--- src/design/smbus_block_defs.vh ---
// smbus_block_defs.vh: offsets, field positions, reset values, engine op codes, check polynomial and timing counts of the block host
// assumes: included by bare name from the design files; nothing else is defined here
`ifndef SMBUS_BLOCK_DEFS_VH
`define SMBUS_BLOCK_DEFS_VH

// register offsets on the byte-wide i/o port
`define REG_HOST_STATUS 8'h00
`define REG_HOST_CONTROL 8'h02
`define REG_HOST_COMMAND 8'h03
`define REG_SLAVE_ADDR 8'h04
`define REG_DATA0 8'h05
`define REG_BLOCK_DATA 8'h07

// host status bit positions
`define ST_BUSY 0
`define ST_CMD_DONE 1
`define ST_DEV_ERR 2
`define ST_PEC_ERR 3
`define ST_BYTE_DONE 7

// host control bit positions
`define CTL_IRQ_EN 0
`define CTL_READ 1
`define CTL_PEC 2
`define CTL_TWO_WIRE 3
`define CTL_LAST_BYTE 5
`define CTL_START 6

// reset value of every byte register
`define RESET_BYTE 8'h00

// bit engine operations
`define OP_START 2'h0
`define OP_STOP 2'h1
`define OP_WRITE 2'h2
`define OP_READ 2'h3

// packet check polynomial x^8+x^2+x+1
`define PEC_POLY 8'h07

// timing: controller clock period in ns, link bit period in ns, quarter-bit count
`define MCLK_PERIOD_NS 40
`define LINK_PERIOD_NS 320
`define QUARTER_CYCLES (`LINK_PERIOD_NS / (4 * `MCLK_PERIOD_NS))

`endif

--- src/design/link_bit_engine.v ---
// link_bit_engine: start, stop and byte-with-acknowledge sequencing on an open-drain two-wire link
// assumes: sda_sync is already synchronised to mclk; no clock stretching and no arbitration
`include "smbus_block_defs.vh"

module link_bit_engine #(
  parameter QUARTER = `QUARTER_CYCLES
) (
  // clock and reset
  input wire mclk,
  input wire rst_n,
  // operation request
  input wire go,
  input wire [1:0] op,
  input wire [7:0] tx_byte,
  input wire ack_level,
  // synchronised data line
  input wire sda_sync,
  // results
  output reg busy_q,
  output reg done_q,
  output reg [7:0] rx_q,
  output reg nack_q,
  // open-drain enables, low drives the line low
  output reg scl_oe_n_q,
  output reg sda_oe_n_q
);

  // full-width count first, then cut on purpose to the counter's width
  localparam integer QMAX_W = QUARTER - 1;
  localparam [7:0] QMAX = QMAX_W[7:0];

  reg [7:0] cnt_q;
  reg [1:0] op_q;
  reg [7:0] tx_q;
  reg ackl_q;
  reg [1:0] phase_q;
  reg [3:0] bit_q;
  wire tick;
  wire last_bit;
  wire bit_val;

  assign tick = (cnt_q == QMAX);
  assign last_bit = (bit_q == 4'h8);
  // ninth bit is the acknowledge slot: released on writes, ack_level on reads
  assign bit_val = last_bit ? ((op_q == `OP_WRITE) ? 1'b1 : ackl_q) : ((op_q == `OP_WRITE) ? tx_q[7] : 1'b1);

  // quarter-bit sequencer; scl is always left low after a byte so a pause stretches the clock
  always @(posedge mclk) begin
    if (!rst_n) begin
      cnt_q <= 8'h00;
      op_q <= `OP_START;
      tx_q <= 8'h00;
      ackl_q <= 1'b0;
      phase_q <= 2'h0;
      bit_q <= 4'h0;
      busy_q <= 1'b0;
      done_q <= 1'b0;
      rx_q <= 8'h00;
      nack_q <= 1'b0;
      scl_oe_n_q <= 1'b1;
      sda_oe_n_q <= 1'b1;
    end else begin
      done_q <= 1'b0;
      if (!busy_q) begin
        cnt_q <= 8'h00;
        if (go) begin
          busy_q <= 1'b1;
          op_q <= op;
          tx_q <= tx_byte;
          ackl_q <= ack_level;
          phase_q <= 2'h0;
          bit_q <= 4'h0;
        end
      end else begin
        cnt_q <= tick ? 8'h00 : cnt_q + 8'h01;
        if (tick) begin
          phase_q <= phase_q + 2'h1;
          case (op_q)
            `OP_START: begin
              // works from an idle bus and as a repeated start from scl low
              if (phase_q == 2'h0) sda_oe_n_q <= 1'b1;
              if (phase_q == 2'h1) scl_oe_n_q <= 1'b1;
              if (phase_q == 2'h2) sda_oe_n_q <= 1'b0;
              if (phase_q == 2'h3) begin
                scl_oe_n_q <= 1'b0;
                busy_q <= 1'b0;
                done_q <= 1'b1;
              end
            end
            `OP_STOP: begin
              if (phase_q == 2'h0) sda_oe_n_q <= 1'b0;
              if (phase_q == 2'h1) scl_oe_n_q <= 1'b1;
              if (phase_q == 2'h2) sda_oe_n_q <= 1'b1;
              if (phase_q == 2'h3) begin
                busy_q <= 1'b0;
                done_q <= 1'b1;
              end
            end
            default: begin
              if (phase_q == 2'h0) sda_oe_n_q <= bit_val;
              if (phase_q == 2'h1) scl_oe_n_q <= 1'b1;
              if (phase_q == 2'h2) begin
                if (last_bit) nack_q <= sda_sync;
                else rx_q <= {rx_q[6:0], sda_sync};
              end
              if (phase_q == 2'h3) begin
                scl_oe_n_q <= 1'b0;
                tx_q <= {tx_q[6:0], 1'b0};
                if (last_bit) begin
                  busy_q <= 1'b0;
                  done_q <= 1'b1;
                end else begin
                  bit_q <= bit_q + 4'h1;
                end
              end
            end
          endcase
        end
      end
    end
  end

endmodule

--- src/design/smbus_block_host.v ---
// smbus_block_host: block write and block read sequencer with a one-byte block data register
// assumes: byte-wide i/o register port on mclk, open-drain link lines resolved outside, no other master
//
// Behaviour
// - block write sends a byte count after address and command code.
// - block data passes through one byte register at offset 07h.
// - write sends address, command, data 0 count, then bytes from block data.
// - after each written byte set flag; next byte only once flag cleared.
// - read stores count in data 0, first byte in block data, flags and interrupts.
// - software sets last-byte bit after byte N-1; byte N gets not-acknowledge.
// - every block byte sets the flag and interrupts; no transfer until cleared.
// - clearing flag after final byte sets command complete: n+1 interrupts.
// - plain two-wire block write sends data 0 bytes but omits the count.
// - write frame: start, address, write, ack, command, ack, count, ack, data, stop.
// - read frame: command, repeated start, address read, count, host-acked data, last nacked.
// - packet checking on read acks byte N, receives check byte, nacks it, stops.
// - plain two-wire mode changes the command format for two-wire devices.
`include "smbus_block_defs.vh"

module smbus_block_host #(
  parameter QUARTER = `QUARTER_CYCLES
) (
  // clock and reset
  input wire mclk,
  input wire rst_n,
  // byte-wide i/o register port
  input wire [7:0] io_addr,
  input wire io_wr,
  input wire [7:0] io_wdata,
  output reg [7:0] io_rdata_q,
  // link clock, open drain
  input wire scl_in,
  output reg scl_o_q,
  output wire scl_oe_n,
  // link data, open drain
  input wire sda_in,
  output reg sda_o_q,
  output wire sda_oe_n,
  // interrupt towards the system
  output reg system_mgmt_interrupt_q
);

  localparam [3:0] S_IDLE = 4'h0;
  localparam [3:0] S_START = 4'h1;
  localparam [3:0] S_ADDR_W = 4'h2;
  localparam [3:0] S_CMD = 4'h3;
  localparam [3:0] S_COUNT = 4'h4;
  localparam [3:0] S_WDATA = 4'h5;
  localparam [3:0] S_WAIT_BD = 4'h6;
  localparam [3:0] S_PEC_TX = 4'h7;
  localparam [3:0] S_RSTART = 4'h8;
  localparam [3:0] S_ADDR_R = 4'h9;
  localparam [3:0] S_RCOUNT = 4'ha;
  localparam [3:0] S_RDATA = 4'hb;
  localparam [3:0] S_PEC_RX = 4'hc;
  localparam [3:0] S_STOP = 4'hd;
  // software-visible state
  reg irq_en_q, read_q, packet_check_enable_q, two_wire_q, last_byte_q;
  reg [7:0] host_cmd_q, slave_addr_q, data0_q, block_data_byte_q;
  reg byte_complete_flag_q, command_complete_flag_q, dev_err_q, pec_err_q;
  // sequencer state
  reg [3:0] state_q;
  reg [7:0] remain_q;
  reg [7:0] pec_q;
  reg issued_q;
  reg sda_s1_q, sda_s2_q, scl_s1_q, scl_s2_q;
  // engine request
  reg [1:0] eng_op;
  reg [7:0] eng_tx;
  reg eng_ack;
  wire eng_go;
  wire eng_busy, eng_done, eng_nack;
  wire [7:0] eng_rx;
  wire ctl_wr, st_wr, start_req;
  // crc-8 over one byte, shared by the transmit and receive paths
  function [7:0] crc8;
    input [7:0] crc;
    input [7:0] data;
    integer i;
    reg [7:0] x;
    begin
      x = crc ^ data;
      for (i = 0; i < 8; i = i + 1) begin
        x = x[7] ? ({x[6:0], 1'b0} ^ `PEC_POLY) : {x[6:0], 1'b0};
      end
      crc8 = x;
    end
  endfunction

  // two-stage synchronisers; only the second stage is read
  always @(posedge mclk) begin
    if (!rst_n) begin
      sda_s1_q <= 1'b1;
      sda_s2_q <= 1'b1;
      scl_s1_q <= 1'b1;
      scl_s2_q <= 1'b1;
    end else begin
      sda_s1_q <= sda_in;
      sda_s2_q <= sda_s1_q;
      scl_s1_q <= scl_in;
      scl_s2_q <= scl_s1_q;
    end
  end
  assign ctl_wr = io_wr && (io_addr == `REG_HOST_CONTROL);
  assign st_wr = io_wr && (io_addr == `REG_HOST_STATUS);
  // a start is refused while busy or while someone else holds a line low
  assign start_req = ctl_wr && io_wdata[`CTL_START] && (state_q == S_IDLE) && scl_s2_q && sda_s2_q;
  // what the current state asks of the bit engine
  always @* begin
    eng_op = `OP_WRITE;
    eng_tx = 8'h00;
    eng_ack = 1'b0;
    case (state_q)
      S_START, S_RSTART: eng_op = `OP_START;
      S_STOP: eng_op = `OP_STOP;
      S_ADDR_W: eng_tx = {slave_addr_q[7:1], 1'b0};
      S_CMD: eng_tx = host_cmd_q;
      S_COUNT: eng_tx = data0_q;
      S_WDATA: eng_tx = block_data_byte_q;
      S_PEC_TX: eng_tx = pec_q;
      S_ADDR_R: eng_tx = {slave_addr_q[7:1], 1'b1};
      S_RCOUNT: eng_op = `OP_READ;
      S_RDATA: begin
        eng_op = `OP_READ;
        // with packet checking the check byte takes the final not-acknowledge
        eng_ack = last_byte_q && !packet_check_enable_q;
      end
      S_PEC_RX: begin
        eng_op = `OP_READ;
        eng_ack = 1'b1;
      end
      default: eng_op = `OP_WRITE;
    endcase
  end
  // idle and the byte pause issue nothing, so scl stays low while paused
  assign eng_go = (state_q != S_IDLE) && (state_q != S_WAIT_BD) && !issued_q && !eng_busy;
  // registers and block sequencer; hardware sets are written last so a set beats a same-cycle clear
  always @(posedge mclk) begin
    if (!rst_n) begin
      irq_en_q <= 1'b0;
      read_q <= 1'b0;
      packet_check_enable_q <= 1'b0;
      two_wire_q <= 1'b0;
      last_byte_q <= 1'b0;
      host_cmd_q <= `RESET_BYTE;
      slave_addr_q <= `RESET_BYTE;
      data0_q <= `RESET_BYTE;
      block_data_byte_q <= `RESET_BYTE;
      byte_complete_flag_q <= 1'b0;
      command_complete_flag_q <= 1'b0;
      dev_err_q <= 1'b0;
      pec_err_q <= 1'b0;
      state_q <= S_IDLE;
      remain_q <= 8'h00;
      pec_q <= 8'h00;
      issued_q <= 1'b0;
    end else begin
      // software writes
      if (ctl_wr) begin
        irq_en_q <= io_wdata[`CTL_IRQ_EN];
        last_byte_q <= io_wdata[`CTL_LAST_BYTE];
        if (state_q == S_IDLE) begin
          read_q <= io_wdata[`CTL_READ];
          packet_check_enable_q <= io_wdata[`CTL_PEC];
          two_wire_q <= io_wdata[`CTL_TWO_WIRE];
        end
      end
      if (io_wr && (io_addr == `REG_HOST_COMMAND)) host_cmd_q <= io_wdata;
      if (io_wr && (io_addr == `REG_SLAVE_ADDR)) slave_addr_q <= io_wdata;
      if (io_wr && (io_addr == `REG_DATA0)) data0_q <= io_wdata;
      if (io_wr && (io_addr == `REG_BLOCK_DATA)) block_data_byte_q <= io_wdata;
      // write-one-to-clear status
      if (st_wr && io_wdata[`ST_BYTE_DONE]) byte_complete_flag_q <= 1'b0;
      if (st_wr && io_wdata[`ST_CMD_DONE]) command_complete_flag_q <= 1'b0;
      if (st_wr && io_wdata[`ST_DEV_ERR]) dev_err_q <= 1'b0;
      if (st_wr && io_wdata[`ST_PEC_ERR]) pec_err_q <= 1'b0;
      if (start_req) begin
        state_q <= S_START;
        remain_q <= data0_q;
        pec_q <= 8'h00;
        dev_err_q <= 1'b0;
        pec_err_q <= 1'b0;
        last_byte_q <= 1'b0; // mode bits come from the idle control write above
      end
      if (eng_go) issued_q <= 1'b1;
      // wait out the pause until software releases the flag
      if (state_q == S_WAIT_BD && !byte_complete_flag_q) begin
        if (remain_q != 8'h00) state_q <= read_q ? S_RDATA : S_WDATA;
        else if (packet_check_enable_q) state_q <= read_q ? S_PEC_RX : S_PEC_TX;
        else state_q <= S_STOP;
      end
      if (eng_done) begin
        issued_q <= 1'b0;
        if (eng_op == `OP_WRITE) pec_q <= crc8(pec_q, eng_tx);
        else if (eng_op == `OP_READ && state_q != S_PEC_RX) pec_q <= crc8(pec_q, eng_rx);
        // a missing slave acknowledge abandons the message with a stop
        if (eng_op == `OP_WRITE && eng_nack) begin
          dev_err_q <= 1'b1;
          state_q <= S_STOP;
        end else begin
          case (state_q)
            S_START: state_q <= S_ADDR_W;
            S_ADDR_W: state_q <= S_CMD;
            S_CMD: begin
              if (read_q) state_q <= S_RSTART;
              else if (two_wire_q) state_q <= S_WDATA;
              else state_q <= S_COUNT;
            end
            S_COUNT: state_q <= S_WDATA;
            S_WDATA: begin
              remain_q <= remain_q - 8'h01;
              byte_complete_flag_q <= 1'b1;
              state_q <= S_WAIT_BD;
            end
            S_PEC_TX: state_q <= S_STOP;
            S_RSTART: state_q <= S_ADDR_R;
            S_ADDR_R: state_q <= S_RCOUNT;
            S_RCOUNT: begin
              data0_q <= eng_rx;
              remain_q <= eng_rx;
              // a zero count cannot be walked; end the message as a device error
              if (eng_rx == 8'h00) begin
                dev_err_q <= 1'b1;
                state_q <= S_STOP;
              end else begin
                state_q <= S_RDATA;
              end
            end
            S_RDATA: begin
              block_data_byte_q <= eng_rx;
              remain_q <= remain_q - 8'h01;
              byte_complete_flag_q <= 1'b1;
              state_q <= S_WAIT_BD;
            end
            S_PEC_RX: begin
              if (eng_rx != pec_q) pec_err_q <= 1'b1;
              state_q <= S_STOP;
            end
            S_STOP: begin
              state_q <= S_IDLE;
              if (!dev_err_q) command_complete_flag_q <= 1'b1;
            end
            default: state_q <= S_IDLE;
          endcase
        end
      end
    end
  end

  // registered read data, interrupt and constant-low drive values
  always @(posedge mclk) begin
    if (!rst_n) begin
      io_rdata_q <= 8'h00;
      system_mgmt_interrupt_q <= 1'b0;
      scl_o_q <= 1'b0;
      sda_o_q <= 1'b0;
    end else begin
      scl_o_q <= 1'b0;
      sda_o_q <= 1'b0;
      // one interrupt per byte and one more for completion or a device error
      system_mgmt_interrupt_q <= irq_en_q && (byte_complete_flag_q || command_complete_flag_q || dev_err_q);
      case (io_addr)
        `REG_HOST_STATUS: io_rdata_q <= {byte_complete_flag_q, 3'h0, pec_err_q, dev_err_q,
                                          command_complete_flag_q, (state_q != S_IDLE)};
        `REG_HOST_CONTROL: io_rdata_q <= {2'h0, last_byte_q, 1'b0, two_wire_q, packet_check_enable_q, read_q, irq_en_q};
        `REG_HOST_COMMAND: io_rdata_q <= host_cmd_q;
        `REG_SLAVE_ADDR: io_rdata_q <= slave_addr_q;
        `REG_DATA0: io_rdata_q <= data0_q;
        `REG_BLOCK_DATA: io_rdata_q <= block_data_byte_q;
        default: io_rdata_q <= 8'h00;
      endcase
    end
  end
  link_bit_engine #(
    .QUARTER(QUARTER)
  ) u_engine (
    .mclk(mclk),
    .rst_n(rst_n),
    .go(eng_go),
    .op(eng_op),
    .tx_byte(eng_tx),
    .ack_level(eng_ack),
    .sda_sync(sda_s2_q),
    .busy_q(eng_busy),
    .done_q(eng_done),
    .rx_q(eng_rx),
    .nack_q(eng_nack),
    .scl_oe_n_q(scl_oe_n),
    .sda_oe_n_q(sda_oe_n)
  );

endmodule

--- config.mk ---
export PLATFORM = sky130hd
export DESIGN_NAME = smbus_block_host
export DESIGN_NICKNAME = d
export VERILOG_FILES = /design/src/design/link_bit_engine.v /design/src/design/smbus_block_host.v
export VERILOG_INCLUDE_DIRS = /design/src /design/src/design
export SDC_FILE = /design/constraint.sdc
export NUM_CORES = 1
export LEC_CHECK = 0
export CAP_MARGIN = 25
export CORE_MARGIN = 2
export CORE_UTILIZATION = 64
export CTS_CLUSTER_DIAMETER = 60
export CTS_CLUSTER_SIZE = 40
export DETAILED_ROUTE_END_ITERATION = 16
export DONT_BUFFER_PORTS = 1
export MAX_ROUTING_LAYER = met4
export PLACE_DENSITY = 0.79
export SYNTH_ARGS = -nofsm -noshare
export SYNTH_HDL_FRONTEND = slang
export SYNTH_SLANG_ARGS = --single-unit
--- constraint.sdc ---
create_clock -name mclk -period 3 [get_ports mclk]
set_input_delay 0.6 -clock mclk [delete_from_list [all_inputs] [get_ports mclk]]
set_output_delay 0.6 -clock mclk [all_outputs]
set_load 0.05 [all_outputs]
# After elaboration in Yosys (flattened, before gate mapping)
# Cells that the tools add are included.
[classes] n_addsub=4 n_eq_ne=36 n_mux=106 bitwise_logic=22 n_reduce_logical=56
[ops] cell="$mux 8" n=20
[ops] cell="$pmux 8 s6" n=2
[ops] cell="$mux 4" n=15
[ops] cell="$mux 3" n=17
[ops] cell="$not 3->3" n=16
[ops] cell="$mux 1" n=44
[ops] cell="$pmux 4 s9" n=1
[ops] cell="$eq 4x4->1 const B" n=7
[ops] cell="$eq 8x3->1 const B" n=3
[ops] cell="$logic_and 1x1->1" n=22
[ops] cell="$reduce_and 5->1" n=4
[ops] cell="$eq 4x3->1 const B" n=4
[ops] cell="$eq 8x2->1 const B" n=2
[ops] cell="$logic_not 8->1" n=2
[ops] cell="$pmux 8 s2" n=1
[ops] cell="$xor 8x8->8" n=2
[ops] cell="$reduce_or 2->1" n=6
[ops] cell="$eq 2x2->1 const B" n=5
[ops] cell="$add 8x1->8 const B" n=1
[ops] cell="$eq 4x2->1 const B" n=2
[ops] cell="$eq 8x1->1 const B" n=1
[ops] cell="$ne 2x2->1 const B" n=4
[ops] cell="$ne 8x8->1" n=1
[ops] cell="$reduce_and 2->1" n=4
[ops] cell="23 further kinds" n=38
[totals] ff_bits=113 inputBits=21 output_inout_bits=13 wordCells=259

# Logic depth before layout (Yosys ltp)
# Gate-level depths: netlist of run 1.
[logic_depth] word_depth=21 ltp_mapped=10 mapped_depth_nobuf=9

# By module
# A second synthesis of run 1 with hierarchy kept.
[hier_totals] cells_unflattened=754 hier_area_um2=6573.8
[modules_own_cells] mod="smbus_block_host" n_inst=1 cells_each=570 area_per_inst_um2=4820.9 seq_area_each_um2=1501.4
[modules_own_cells] mod="link_bit_engine" n_inst=1 cells_each=184 area_per_inst_um2=1752.9 seq_area_each_um2=760.7

# Worst setup path before layout of run 1
# OpenSTA, ideal clock, no wires.
[synth_path] path_type="in2reg" start="in io_addr[5]" end="reg pec_q[7]" setup_time_ps=118 arrival_ps=2350 t_required_ps=2882 slack_ps=533 path_stages=8 n_path_buf=2 cell_sequence="nor4_1 -> nand4_1 -> or2_2 -> clkbuf_1 -> clkbuf_1 -> a21oi_1 -> o21bai_1 -> o2111a_1"
[synth_between] elab_chain_len=10
[synth_lines] item="from (decl)" line_no="smbus_block_host.v:27" source="input wire [7:0] io_addr,"
[synth_lines] item="$eq 8x2->1 (*)"
[synth_lines] item="$logic_and 1x1->1 (*)" line_no="smbus_block_host.v:104" source="assign ctl_wr = io_wr && (io_addr == `REG_HOST_CONTROL);"
[synth_lines] item="$logic_and 1x1->1 (*) (4 in series)" line_no="smbus_block_host.v:107" source="assign start_req = ctl_wr && io_wdata[`CTL_START] && (state_q == S_IDLE) && scl_s2_q && sda_s2_q;"
[synth_lines] item="$mux 8 (*)" line_no="smbus_block_host.v:177" source="if (start_req) begin"
[synth_lines] item="$mux 8" line_no="smbus_block_host.v:195" source="else if (eng_op == `OP_READ && state_q != S_PEC_RX) pec_q <= crc8(pec_q, eng_rx);"
[synth_lines] item="$mux 8" line_no="smbus_block_host.v:194" source="if (eng_op == `OP_WRITE) pec_q <= crc8(pec_q, eng_tx);"
[synth_lines] item="$mux 8 (*)" line_no="smbus_block_host.v:192" source="if (eng_done) begin"
[synth_lines] item="to (signal assigned)" line_no="smbus_block_host.v:194"
[synth_lines] item="to (signal assigned)" line_no="smbus_block_host.v:195"
[synth_lines] item="to (decl)" line_no="smbus_block_host.v:64" source="reg [7:0] pec_q;"
# Mark *: on every way between the ends. The rest lies on a longest branch, timed or not.
# A chain may end at the register's enable or synchronous reset.

# Final worst setup path of run 1
[layout_path] start="reg state_q[1]" end="reg pec_q[2]"
[layout_between] elab_chain_len=10 elab_cells_between_ends=38 classes_between="eq/ne (15); mux (11); bitwise (5); reduce/logical (7)"
[layout_lines] item="from (decl)" line_no="smbus_block_host.v:62" source="reg [3:0] state_q;"
[layout_lines] item="from (signal assigned)" line_no="smbus_block_host.v:188" source="if (remain_q != 8'h00) state_q <= read_q ? S_RDATA : S_WDATA;"
[layout_lines] item="from (signal assigned)" line_no="smbus_block_host.v:189" source="else if (packet_check_enable_q) state_q <= read_q ? S_PEC_RX : S_PEC_TX;"
[layout_lines] item="$eq 4x4->1 (tied with other cells)" line_no="smbus_block_host.v:113" source="case (state_q)"
[layout_lines] item="$pmux 8 s6" line_no="smbus_block_host.v:113"
[layout_lines] item="$xor 8x8->8" line_no="smbus_block_host.v:82" source="x = crc ^ data;"
[layout_lines] item="$mux 3 / $not 3->3 (equally long branches)"
[layout_lines] item="$not 3->3 (no line) / $mux 3 (equally long branches)"
[layout_lines] item="$mux 3 / $not 3->3 (equally long branches)"
[layout_lines] item="$not 3->3 (no line) / $mux 3 (equally long branches)"
[layout_lines] item="$mux 3" line_no="smbus_block_host.v:84" source="x = x[7] ? ({x[6:0], 1'b0} ^ `PEC_POLY) : {x[6:0], 1'b0};"
[layout_lines] item="$mux 8" line_no="smbus_block_host.v:194"
[layout_lines] item="$mux 8 (*)" line_no="smbus_block_host.v:192"
# Marks and branches as above.

==> results of run 1 <==
cells in the final DEF, fill, tap and decap left out, types with 5 or more instances in the layout:
cell type / Yosys / final
nand2b_1: 10 / 10
buf_4: 3 / 32
a32oi_1: 6 / 6
a31oi_1: 8 / 8
nor2b_1: 5 / 5
o221a_2: 7 / 7
o211ai_1: 7 / 7
and3_1: 6 / 6
a221oi_1: 9 / 9
clkbuf_16: 0 / 16
nor2_1: 100 / 100
xnor2_1: 28 / 28
nor3_1: 10 / 10
nand2_1: 83 / 83
mux2_2: 15 / 15
dfxtp_1: 113 / 113
o21ai_0: 30 / 30
a21oi_1: 62 / 62
nand4_1: 10 / 10
and2_1: 6 / 6
inv_1: 20 / 19
nand3_1: 28 / 28
mux2i_1: 54 / 54
ha_1: 12 / 12
nor4_1: 7 / 7
a211oi_1: 16 / 16
xor2_1: 22 / 22
cells by family after synthesis:
kind of cell,Yosys count,synth area share [%]
muxes,69,10.8
DFF,113,34.3
buffers and inverters,71,4.36
xor gates and xnor gates,55,7.97
and+or+nand+nor,287,21.0
AOI/OAI and AO/OA,188,19.3
other,1,0.0568
adders and majority gates,12,2.28
area by class of cell:
| type | count | area [µm²] |
|---|---|---|
| Tap cell | 136 | 170 |
| Sequential cell | 113 | 2260 |
| Timing Repair Buffer | 33 | 260 |
| Multi-Input combinational cell | 613 | 4050 |
| Fill cell | 790 | 2760 |
| Inverter | 20 | 75.1 |
| Clock buffer | 18 | 428 |
| Clock inverter | 14 | 181 |
power breakdown:
part / internal (W) / switching [W] / total (W)
Clock: 0.00130 / 0.000778 / 0.00208
Sequential: 0.00150 / 0.00000305 / 0.00151
Combinational: 0.0000178 / 0.0000394 / 0.0000572
through the flow:
| stage | worst slack (ns) | area [µm²] | std cells |
|---|---|---|---|
| floorplan | 0.533 | 6600 | 797 |
| global placement | 0.355 | 6820 | 915 |
| detailed placement | 0.275 | 6820 | 915 |
| CTS | 0.231 | 7430 | 947 |
| global route | 0.0201 | 7430 | 947 |
| finish | 0.211 | 7430 | 947 |
layer usage:
metal  global-route usage, %  share of wire [%]  vias to the layer above
met4                    16.4                3.2                        0
met2                    58.2                 46                      308
met1                    50.8                 42                     2963
li1                        -                  -                     2855
met5                       -                  0                        -
met3                    8.66                9.3                       54
final timing paths:
path	from	endpoint	depth (start not counted)
worst max-delay path	state_q[1]	pec_q[2]	8
worst min-delay path	rst_n	sda_s2_q	1
worst max register to register	state_q[1]	pec_q[2]	8
worst min register to register	sda_s1_q	sda_s2_q	1
==> impl_metrics.csv, run 1 <==
group,metric,value,unit
sta,timing.final.max_slew_violations,0,
synthesis,yosysUniqueCellTypes,74,
cells_and_area,utilization,72.9,%
worst_setup_path,regToRegSetupSlack,0.21,ns
clock_network,post_cts_resized,0,
placed_design,gp_congestion,0.984,
pwr,power,0.00364,W
worst_setup_path,cp_max_fo,23,
routing,dr.pass1.iters,6,
worst_setup_path,cp-start-kind,"flip-flop",
sta,hold_viol_final,0,
worst_setup_path,critPathTopFamily,"compound AO/OA/AOI/OAI gates",
clock_network,hold_buffers,0,
routing,remaining_drc_errors,0,
grt,antenna_found_initial,0,
synthesis,synth_seq_cells,113,
routing,initialDrtViolationCount,555,
cells_and_area,drive_above_1_share,13.2,%
clock_network,cts_buffers,17,
cells_and_area,area_growth,12.6,%
die,coreArea,10200,µm²
synthesis,netlist_area,6600,µm²
cells_and_area,antenna_cells,0,
sta,max-slew-margin-rel,48.7,%
grt,grt-ovfl-total,0,
synthesis,synth_seq_area_share,34.3,%
worst_setup_path,crit_slowest_cell,"dfxtp_1",
clock_network,cts_tree,"yes",
die,die_height,106,µm
job,cap_violations,0,
sta,max_freq,359,MHz
synthesis,ys_warn_count,0,
worst_setup_path,crit_type,"flip-flop to flip-flop",
grt,grt_pass1_vias,5847,
routing,vias,6180,
worst_setup_path,path_cells,"buf_4 > nor2_1 > o2bb2ai_1 > a221o_1 > xor2_1 > xnor2_2 > xnor2_1 > a2111oi_2",
routing,wl_per_cell,21.4,µm
clock_network,cts_setup_buffers,0,
sta,fin_crit_sh,93.0,%
worst_setup_path,required,3.44,ns
routing,drt-total-wl,20.2,mm
synthesis,synth_edf_count,0,
grt,grt_pass1_wl,32.2,mm
die,ios,34,
die,die_w,106,µm
sta,clock_skew,0.00832,ns
clock_network,h-tree-depth,4,
synthesis,syn-instance-count,796,
placed_design,place_hpwl,14.3,mm
synthesis,synth_common_cells,"113 x dfxtp_1, 100 x nor2_1, 83 x nand2_1",
synthesis,synth.area.top_cells,"dfxtp_1 34%, mux2i_1 8.2%, nor2_1 5.7%",
worst_setup_path,crit_buf_inv,1,
worst_setup_path,slowest_delay,0.81,ns
sta,fin_tns_setup,0,ns
worst_setup_path,crit_path_end_kind,"flip-flop",
die,fp-row-count,37,
sta,setup_viol,0,
die,initial_core_util,64.8,%
grt,grt_max_degree,42,
clock_network,clk_path_buf_depth,2,
sta,worst_pin_slew,0.768,ns
clock_network,insertion_delay,0.55,ns
clock_network,clock_sink_count,113,
cells_and_area,layout.nets,831,
synthesis,synth_top_area_share,34.3,%
hold_path,worstHoldPathType,"input port to flip-flop",
sta,fin_hold_ws,0.147,ns
clock_network,cts.root.buffer_cell,"clkbuf_8",
worst_setup_path,arrival,3.23,ns
routing,viasPerCell,6.53,
pwr,irDropWorstVdd,503,µV
grt,grt.total_usage,38.8,%
synthesis,avgSynthCellArea,8.29,µm²
sta,post-route-min-period,2.79,ns
sta,rsz0062_at_grt,"false",
synthesis,synth.most_common_cell,"dfxtp_1",
placed_design,port_buffers,0,
clock_network,cts.clk_slew.worst_paths,0.06,ns
run_status,status,"completed",
synthesis,synthArstFlopShare,0,%
pwr,leakagePower,2.77,nW
pwr,pwr_density_cell,490,nW/µm²
synthesis,synth_area_leader_cell,"dfxtp_1",
synthesis,ys.flop_type,"dfxtp_1",
routing,ant_nets,0,
die,die_area,11100,µm²
No activity file was read; power rests on OpenSTA's default activity.
==> run 2: changes to the inputs <==
PLACE_DENSITY = 0.8   (was 0.79)
RECOVER_POWER = 100   (was not set)
==> run 2 against run 1 <==
Against the previous run:
- critical path depth is 1 higher
- clock-buffer cell count unchanged
- hold slack better by 0.0074 ns
- cell area fell by 2.5%
- worst setup slack better by 0.031 ns
- combinational power is 6.8% lower
- global-route usage down 0.81 points
- critical endpoint is now pec_q[3]
- clock power is 12% lower
==> impl_metrics.csv, run 2 (synthesized netlist as in run 1, its figures left out) <==
group,metric,value,unit
clock_network,cts.clk_slew.worst_paths,0.06,ns
routing,initialDrtViolationCount,757,
grt,antenna_found_initial,0,
die,coreArea,10200,µm²
die,die_w,106,µm
worst_setup_path,crit_slowest_cell,"dfxtp_1",
job,cap_violations,0,
clock_network,hold_buffers,0,
hold_path,worstHoldPathType,"input port to flip-flop",
hold_path,min_to,"scl_s2_q",
sta,worst_pin_slew,1.21,ns
sta,fin_crit_sh,91.9,%
die,die_height,106,µm
grt,grt_pass1_wl,31.5,mm
cells_and_area,layout.nets,827,
sta,fin_hold_ws,0.154,ns
routing,wl_met1,8.45,mm
routing,vias,6213,
clock_network,clock_sink_count,113,
worst_setup_path,cp-start-kind,"flip-flop",
clock_network,cts_tree,"yes",
routing,ant_nets,0,
sta,max-slew-margin-rel,18.7,%
clock_network,h-tree-depth,4,
worst_setup_path,arrival,3.16,ns
die,initial_core_util,64.8,%
clock_network,cts_setup_buffers,0,
sta,rsz0062_at_grt,"false",
worst_setup_path,reg2reg_from,"state_q[1]",
pwr,irDropWorstVdd,477,µV
grt,grt.total_usage,38.0,%
grt,grt_max_degree,67,
clock_network,clk_path_buf_depth,2,
clock_network,cts.root.buffer_cell,"clkbuf_8",
routing,highest_layer,"met4",
cells_and_area,final_cell_mix,"113 x dfxtp_1, 100 x nor2_1, 83 x nand2_1, 62 x a21oi_1, 54 x mux2i_1",
routing,dr.pass1.iters,6,
worst_setup_path,reg2regPathDepth,9,
worst_setup_path,timing.critical_path.mode_cell,"xnor2_1",
grt,grt-ovfl-total,0,
cells_and_area,drive_above_1_share,11.0,%
hold_path,min_from,"rst_n",
clock_network,cts_buffers,17,
clock_network,insertion_delay,0.53,ns
worst_setup_path,required,3.41,ns
sta,fin_tns_setup,0,ns
routing,remaining_drc_errors,0,
worst_setup_path,crit_type,"flip-flop to flip-flop",
die,fp-row-count,37,
worst_setup_path,regToRegSetupSlack,0.24,ns
die,ios,34,
pwr,pwr_density_cell,468,nW/µm²
cells_and_area,area_growth,9.77,%
worst_setup_path,cp_max_fo,15,
clock_network,post_cts_resized,0,
placed_design,gp_congestion,1.00,
routing,wl_per_cell,21.5,µm
worst_setup_path,path_cells,"buf_4 > nor2_1 > clkbuf_1 > a21oi_1 > o221ai_1 > xor2_1 > xnor2_1 > xnor2_1 > a221oi_1",
placed_design,place_hpwl,14.3,mm
worst_setup_path,crit_path_end_kind,"flip-flop",
sta,timing.final.max_slew_violations,0,
routing,drt-total-wl,20.2,mm
worst_setup_path,worstReg2RegEnd,"pec_q[3]",
routing,viasPerCell,6.59,
hold_path,hold_depth,1,
grt,grt_pass1_vias,5685,
placed_design,port_buffers,0,
pwr,leakagePower,2.69,nW
sta,hold_viol_final,0,
routing,wl_met3,2.22,mm
sta,max_freq,363,MHz
cells_and_area,antenna_cells,0,
die,die_area,11100,µm²
routing,wl_met2,8.84,mm
sta,post-route-min-period,2.76,ns
sta,clock_skew,0.00538,ns
run_status,status,"completed",
sta,setup_viol,0,
worst_setup_path,slowest_delay,0.48,ns
cells_and_area,mostFrequentLayoutCell,"dfxtp_1",
[run 2: changes by cell type in the layout (fill, tap and decap cells not counted), moves of 2 or more]
cell        before  now
and2_1           6    3
clkinv_2         0    7
nor4_2           1    3
buf_4           32   19
clkinvlp_4       4    1
bufinv_16        3    1
and2_0           0    3
nor4_4           2    0
clkbuf_1         0   11
[run 2: how the worst max path moves through the flow]
stage / cells past startpoint / endpoint / from
6_report: 9 / pec_q[3] / state_q[1]
5_1_grt: 9 / pec_q[3] / state_q[1]
4_1_cts: 8 / pec_q[3] / state_q[1]
3_5_place_dp: 8 / pec_q[0] / state_q[1]
3_3_place_gp: 7 / pec_q[2] / state_q[3]
2_1_floorplan: 8 / pec_q[7] / io_addr[5]
[run 2: final cells by class]
cell class | count | area [µm²]
multi-input cells | 613 | 4020
inverters | 20 | 75.1
clock buffers | 18 | 418
clock inverters | 14 | 116
repair buffers | 29 | 180
flip-flops and latches | 113 | 2260
fillers | 851 | 2940
well taps | 136 | 170
[run 2: power breakdown]
group	total (W)	leakage [nW]	switching, W	internal (W)
logic	0.0000533	1.51	0.0000377	0.0000156
registers	0.00151	0.911	0.00000314	0.00150
clock network	0.00183	0.269	0.000737	0.00109
total	0.00339	2.69	0.000778	0.00261
[run 2: layer usage]
metal / up-vias / global-route usage [%]
met1: 2920 / 52.3
met4: 0 / 14.8
li1: 2840 / -
met3: 67 / 8.72
met2: 386 / 54.4
met5: - / -
[run 2: per-stage QoR]
stage | utilization (%) | cell area, µm² | power, W | std cells | setup slack (ns)
final | 71.1 | 7240 | 0.00339 | 943 | 0.242
after global routing | 71.1 | 7240 | 0.00348 | 943 | 0.0769
after CTS | 71.8 | 7310 | 0.00339 | 943 | 0.309
after detailed placement | 66.5 | 6780 | 0.00159 | 911 | 0.346
after global placement | 66.5 | 6780 | 0.00159 | 911 | 0.471
after floorplan | - | 6600 | 0.00160 | 797 | 0.533
[run 2: worst max-delay path, delay by kind of cell, from the launching register on]
family / cells / cell delay [ns]
buffers and inverters: 2 / 0.60
XOR/XNOR: 3 / 0.57
flip-flops: 1 / 0.48
AND/OR/NAND/NOR: 1 / 0.13
AO/OA/AOI/OAI: 3 / 0.84
==> run 3: changes to the inputs <==
ABC_AREA = 1   (was not set)
CORE_ASPECT_RATIO = 1.5   (was not set)
==> run 3 against run 2 <==
Against the previous run:
- the run now ends with max-capacitance violations, max-slew violations left
- clock-buffer cell count is 1 higher
- non-clock buffer count is 23 lower
- maximum frequency decreased by 2.8%
- sequential share of layout area increased by 0.87 points
- combinational power decreased by 6.6%
- clock power up 10%
- global-route usage rose by 3.6 points
- largest power group unchanged
- first-iteration DRC count up 11%
- flip-flop and latch count is the same
- critical endpoint is now pec_q[0]
==> impl_metrics.csv, run 3 <==
group,metric,value,unit
sta,post-route-min-period,2.84,ns
worst_setup_path,timing.critical_path.mode_cell,"nand2_1",
worst_setup_path,crit_slowest_cell,"dfxtp_1",
worst_setup_path,path_depth,15,
pwr,power,0.00358,W
worst_setup_path,worstReg2RegEnd,"pec_q[0]",
worst_setup_path,required,3.31,ns
grt,grt-ovfl-total,0,
clock_network,post_cts_resized,0,
sta,rsz0062_at_grt,"false",
sta,setup_viol,0,
routing,ant_nets,0,
run_status,status,"finished with violations",
worst_setup_path,reg2reg_from,"state_q[0]",
clock_network,cts_tree,"yes",
worst_setup_path,regToRegSetupSlack,0.16,ns
worst_setup_path,cp_max_fo,8,
grt,antenna_found_initial,0,
worst_setup_path,crit_buf_inv,2,
clock_network,cts.root.buffer_cell,"clkbuf_16",
sta,max_freq,352,MHz
routing,wl_per_cell,19.8,µm
synthesis,synth_seq_area_share,35.1,%
sta,fin_crit_sh,94.6,%
run_status,violations,"max-capacitance violations, max-slew violations",
clock_network,clk_path_buf_depth,2,
routing,dr.pass1.iters,5,
synthesis,synth_top_area_share,35.1,%
cells_and_area,mostFrequentLayoutCell,"nand2_1",
die,initial_core_util,66.1,%
clock_network,h-tree-depth,4,
routing,initialDrtViolationCount,841,
pwr,irDropWorstVdd,605,µV
cells_and_area,area_growth,9.30,%
die,die_area,10900,µm²
cells_and_area,layout.nets,994,
sta,fin_tns_setup,0,ns
synthesis,synth_edf_count,0,
synthesis,syn-instance-count,962,
worst_setup_path,slowest_delay,0.42,ns
routing,vias,7007,
worst_setup_path,crit_start,"state_q[0]",
clock_network,clock_sink_count,113,
cells_and_area,antenna_cells,0,
die,coreArea,9740,µm²
grt,grt.total_usage,41.7,%
worst_setup_path,crit_type,"flip-flop to flip-flop",
clock_network,hold_buffers,0,
cells_and_area,final_cell_mix,"242 x nand2_1, 113 x dfxtp_1, 106 x inv_1, 96 x a21oi_1, 86 x o21ai_0",
worst_setup_path,reg2regPathDepth,15,
placed_design,placed_area,6520,µm²
placed_design,place_hpwl,15.6,mm
clock_network,insertion_delay,0.42,ns
clock_network,cts_buffers,17,
worst_setup_path,crit_path_end_kind,"flip-flop",
cells_and_area,fillCellCount,827,
sta,hold_viol_final,0,
synthesis,synth.most_common_cell,"nand2_1",
worst_setup_path,critPathTopFamily,"simple AND/OR/NAND/NOR gates",
routing,drt-total-wl,21.5,mm
synthesis,synthArstFlopShare,0,%
clock_network,cts_setup_buffers,0,
job,cap_violations,1,
clock_network,cts.clk_slew.worst_paths,0.06,ns
die,die_w,85.9,µm
hold_path,worstHoldPathType,"input port to flip-flop",
cells_and_area,drive_above_1_share,6.58,%
worst_setup_path,crit_end,"pec_q[0]",
cells_and_area,utilization,72.3,%
pwr,leakagePower,3.02,nW
grt,grt_pass1_wl,34.1,mm
synthesis,netlist_area,6440,µm²
synthesis,synth_common_cells,"239 x nand2_1, 113 x dfxtp_1, 106 x inv_1",
sta,clock_skew,0.00768,ns
sta,max-slew-margin-rel,-50.4,%
worst_setup_path,path_cells,"inv_1 > nor2_1 > nand2_1 > o21ai_4 > nand2_1 > nand2_1 > nand2_1 > nand2_1 > nand2_1 > nand3_1 > nand2_1 > o21ai_1 > nand2_1 > nand2_1 > inv_1",
synthesis,avgSynthCellArea,6.70,µm²
synthesis,ys_warn_count,0,
synthesis,yosysUniqueCellTypes,49,
synthesis,synth.area.top_cells,"dfxtp_1 35%, nand2_1 14%, a21oi_1 7.5%",
routing,viasPerCell,6.44,
cells_and_area,design_area,7040,µm²
synthesis,synth_area_leader_cell,"dfxtp_1",
synthesis,synth_seq_cells,113,
worst_setup_path,arrival,3.15,ns
die,fp-row-count,44,
routing,remaining_drc_errors,0,
placed_design,gp_congestion,1.00,
die,ios,34,
grt,grt_max_degree,62,
grt,grt_pass1_vias,6609,
worst_setup_path,cp-start-kind,"flip-flop",
die,die_height,127,µm
sta,worst_pin_slew,2.26,ns
pwr,pwr_density_cell,508,nW/µm²
synthesis,ys.flop_type,"dfxtp_1",
placed_design,port_buffers,0,
sta,timing.final.max_slew_violations,46,
## run 3: changes by cell type after synthesis, moves of 14 or more
cell     previous run  this run
nand3_1            28        59
nand2_1            83       239
inv_1              20       106
xor2_1             22         8
o21ai_0            30        83
mux2i_1            54         0
nor2_1            100        65
mux2_2             15         0
a21oi_1            62        96
## run 3: worst min path at each step
stage	from	to	slack, ns	cells after the start
final	rst_n	u_engine.scl_oe_n_q	0.28	1
after global routing	sda_in	sda_s1_q	0.29	1
after CTS	scl_in	scl_s1_q	0.28	1
after detailed placement	sda_s1_q	sda_s2_q	0.41	1
after global placement	scl_s1_q	scl_s2_q	0.40	1
after floorplan	scl_s1_q	scl_s2_q	0.39	1
## run 3: metal layers
| metal | vias to the layer above | part of all wire [%] | wire [µm] | GRT usage (%) |
|---|---|---|---|---|
| met5 | - | 0 | 0 | - |
| met4 | 0 | 5.6 | 1190 | 21.0 |
| met3 | 97 | 9.5 | 2030 | 6.90 |
| met2 | 469 | 48 | 10400 | 68.4 |
| met1 | 3226 | 37 | 7920 | 48.6 |
| li1 | 3215 | - | - | - |
## run 3: power by group
part           internal (W)  switching (W)   total, W
Clock               0.00126       0.000758    0.00202
Combinational     0.0000119      0.0000379  0.0000498
Sequential          0.00151     0.00000217    0.00151
## run 3: area by class of cell
| cell class | count | area (µm²) | area share, % |
|---|---|---|---|
| clock buffers | 19 | 453 | 6.43 |
| clock inverters | 12 | 135 | 1.92 |
| inverters | 117 | 442 | 6.27 |
| multi-input cells | 706 | 3580 | 50.8 |
| flip-flops and latches | 113 | 2260 | 32.1 |
| well taps | 115 | 144 | 2.04 |
| repair buffers | 6 | 30.0 | 0.426 |
## run 3: cells by family (layout without fill, tap and decap cells)
family / count (synthesis) / count (layout) / synth area share (%)
compound gates: 250 / 250 / 22.2
other cells: 1 / 2 / 0.0582
fa+ha+maj: 12 / 12 / 2.33
flops: 113 / 113 / 35.1
buf+inv: 144 / 154 / 8.68
xor+xnor: 23 / 23 / 3.13
simple gates: 419 / 419 / 28.6
## run 3: through the flow
stage                     setup slack (ns)  hold WS (ns)  cells
after floorplan                      0.849         0.393    963
after global placement               0.480         0.396   1057
after detailed placement             0.367         0.406   1057
after CTS                            0.354         0.285   1088
after global routing                0.0527         0.286   1088
final                                0.162         0.284   1088
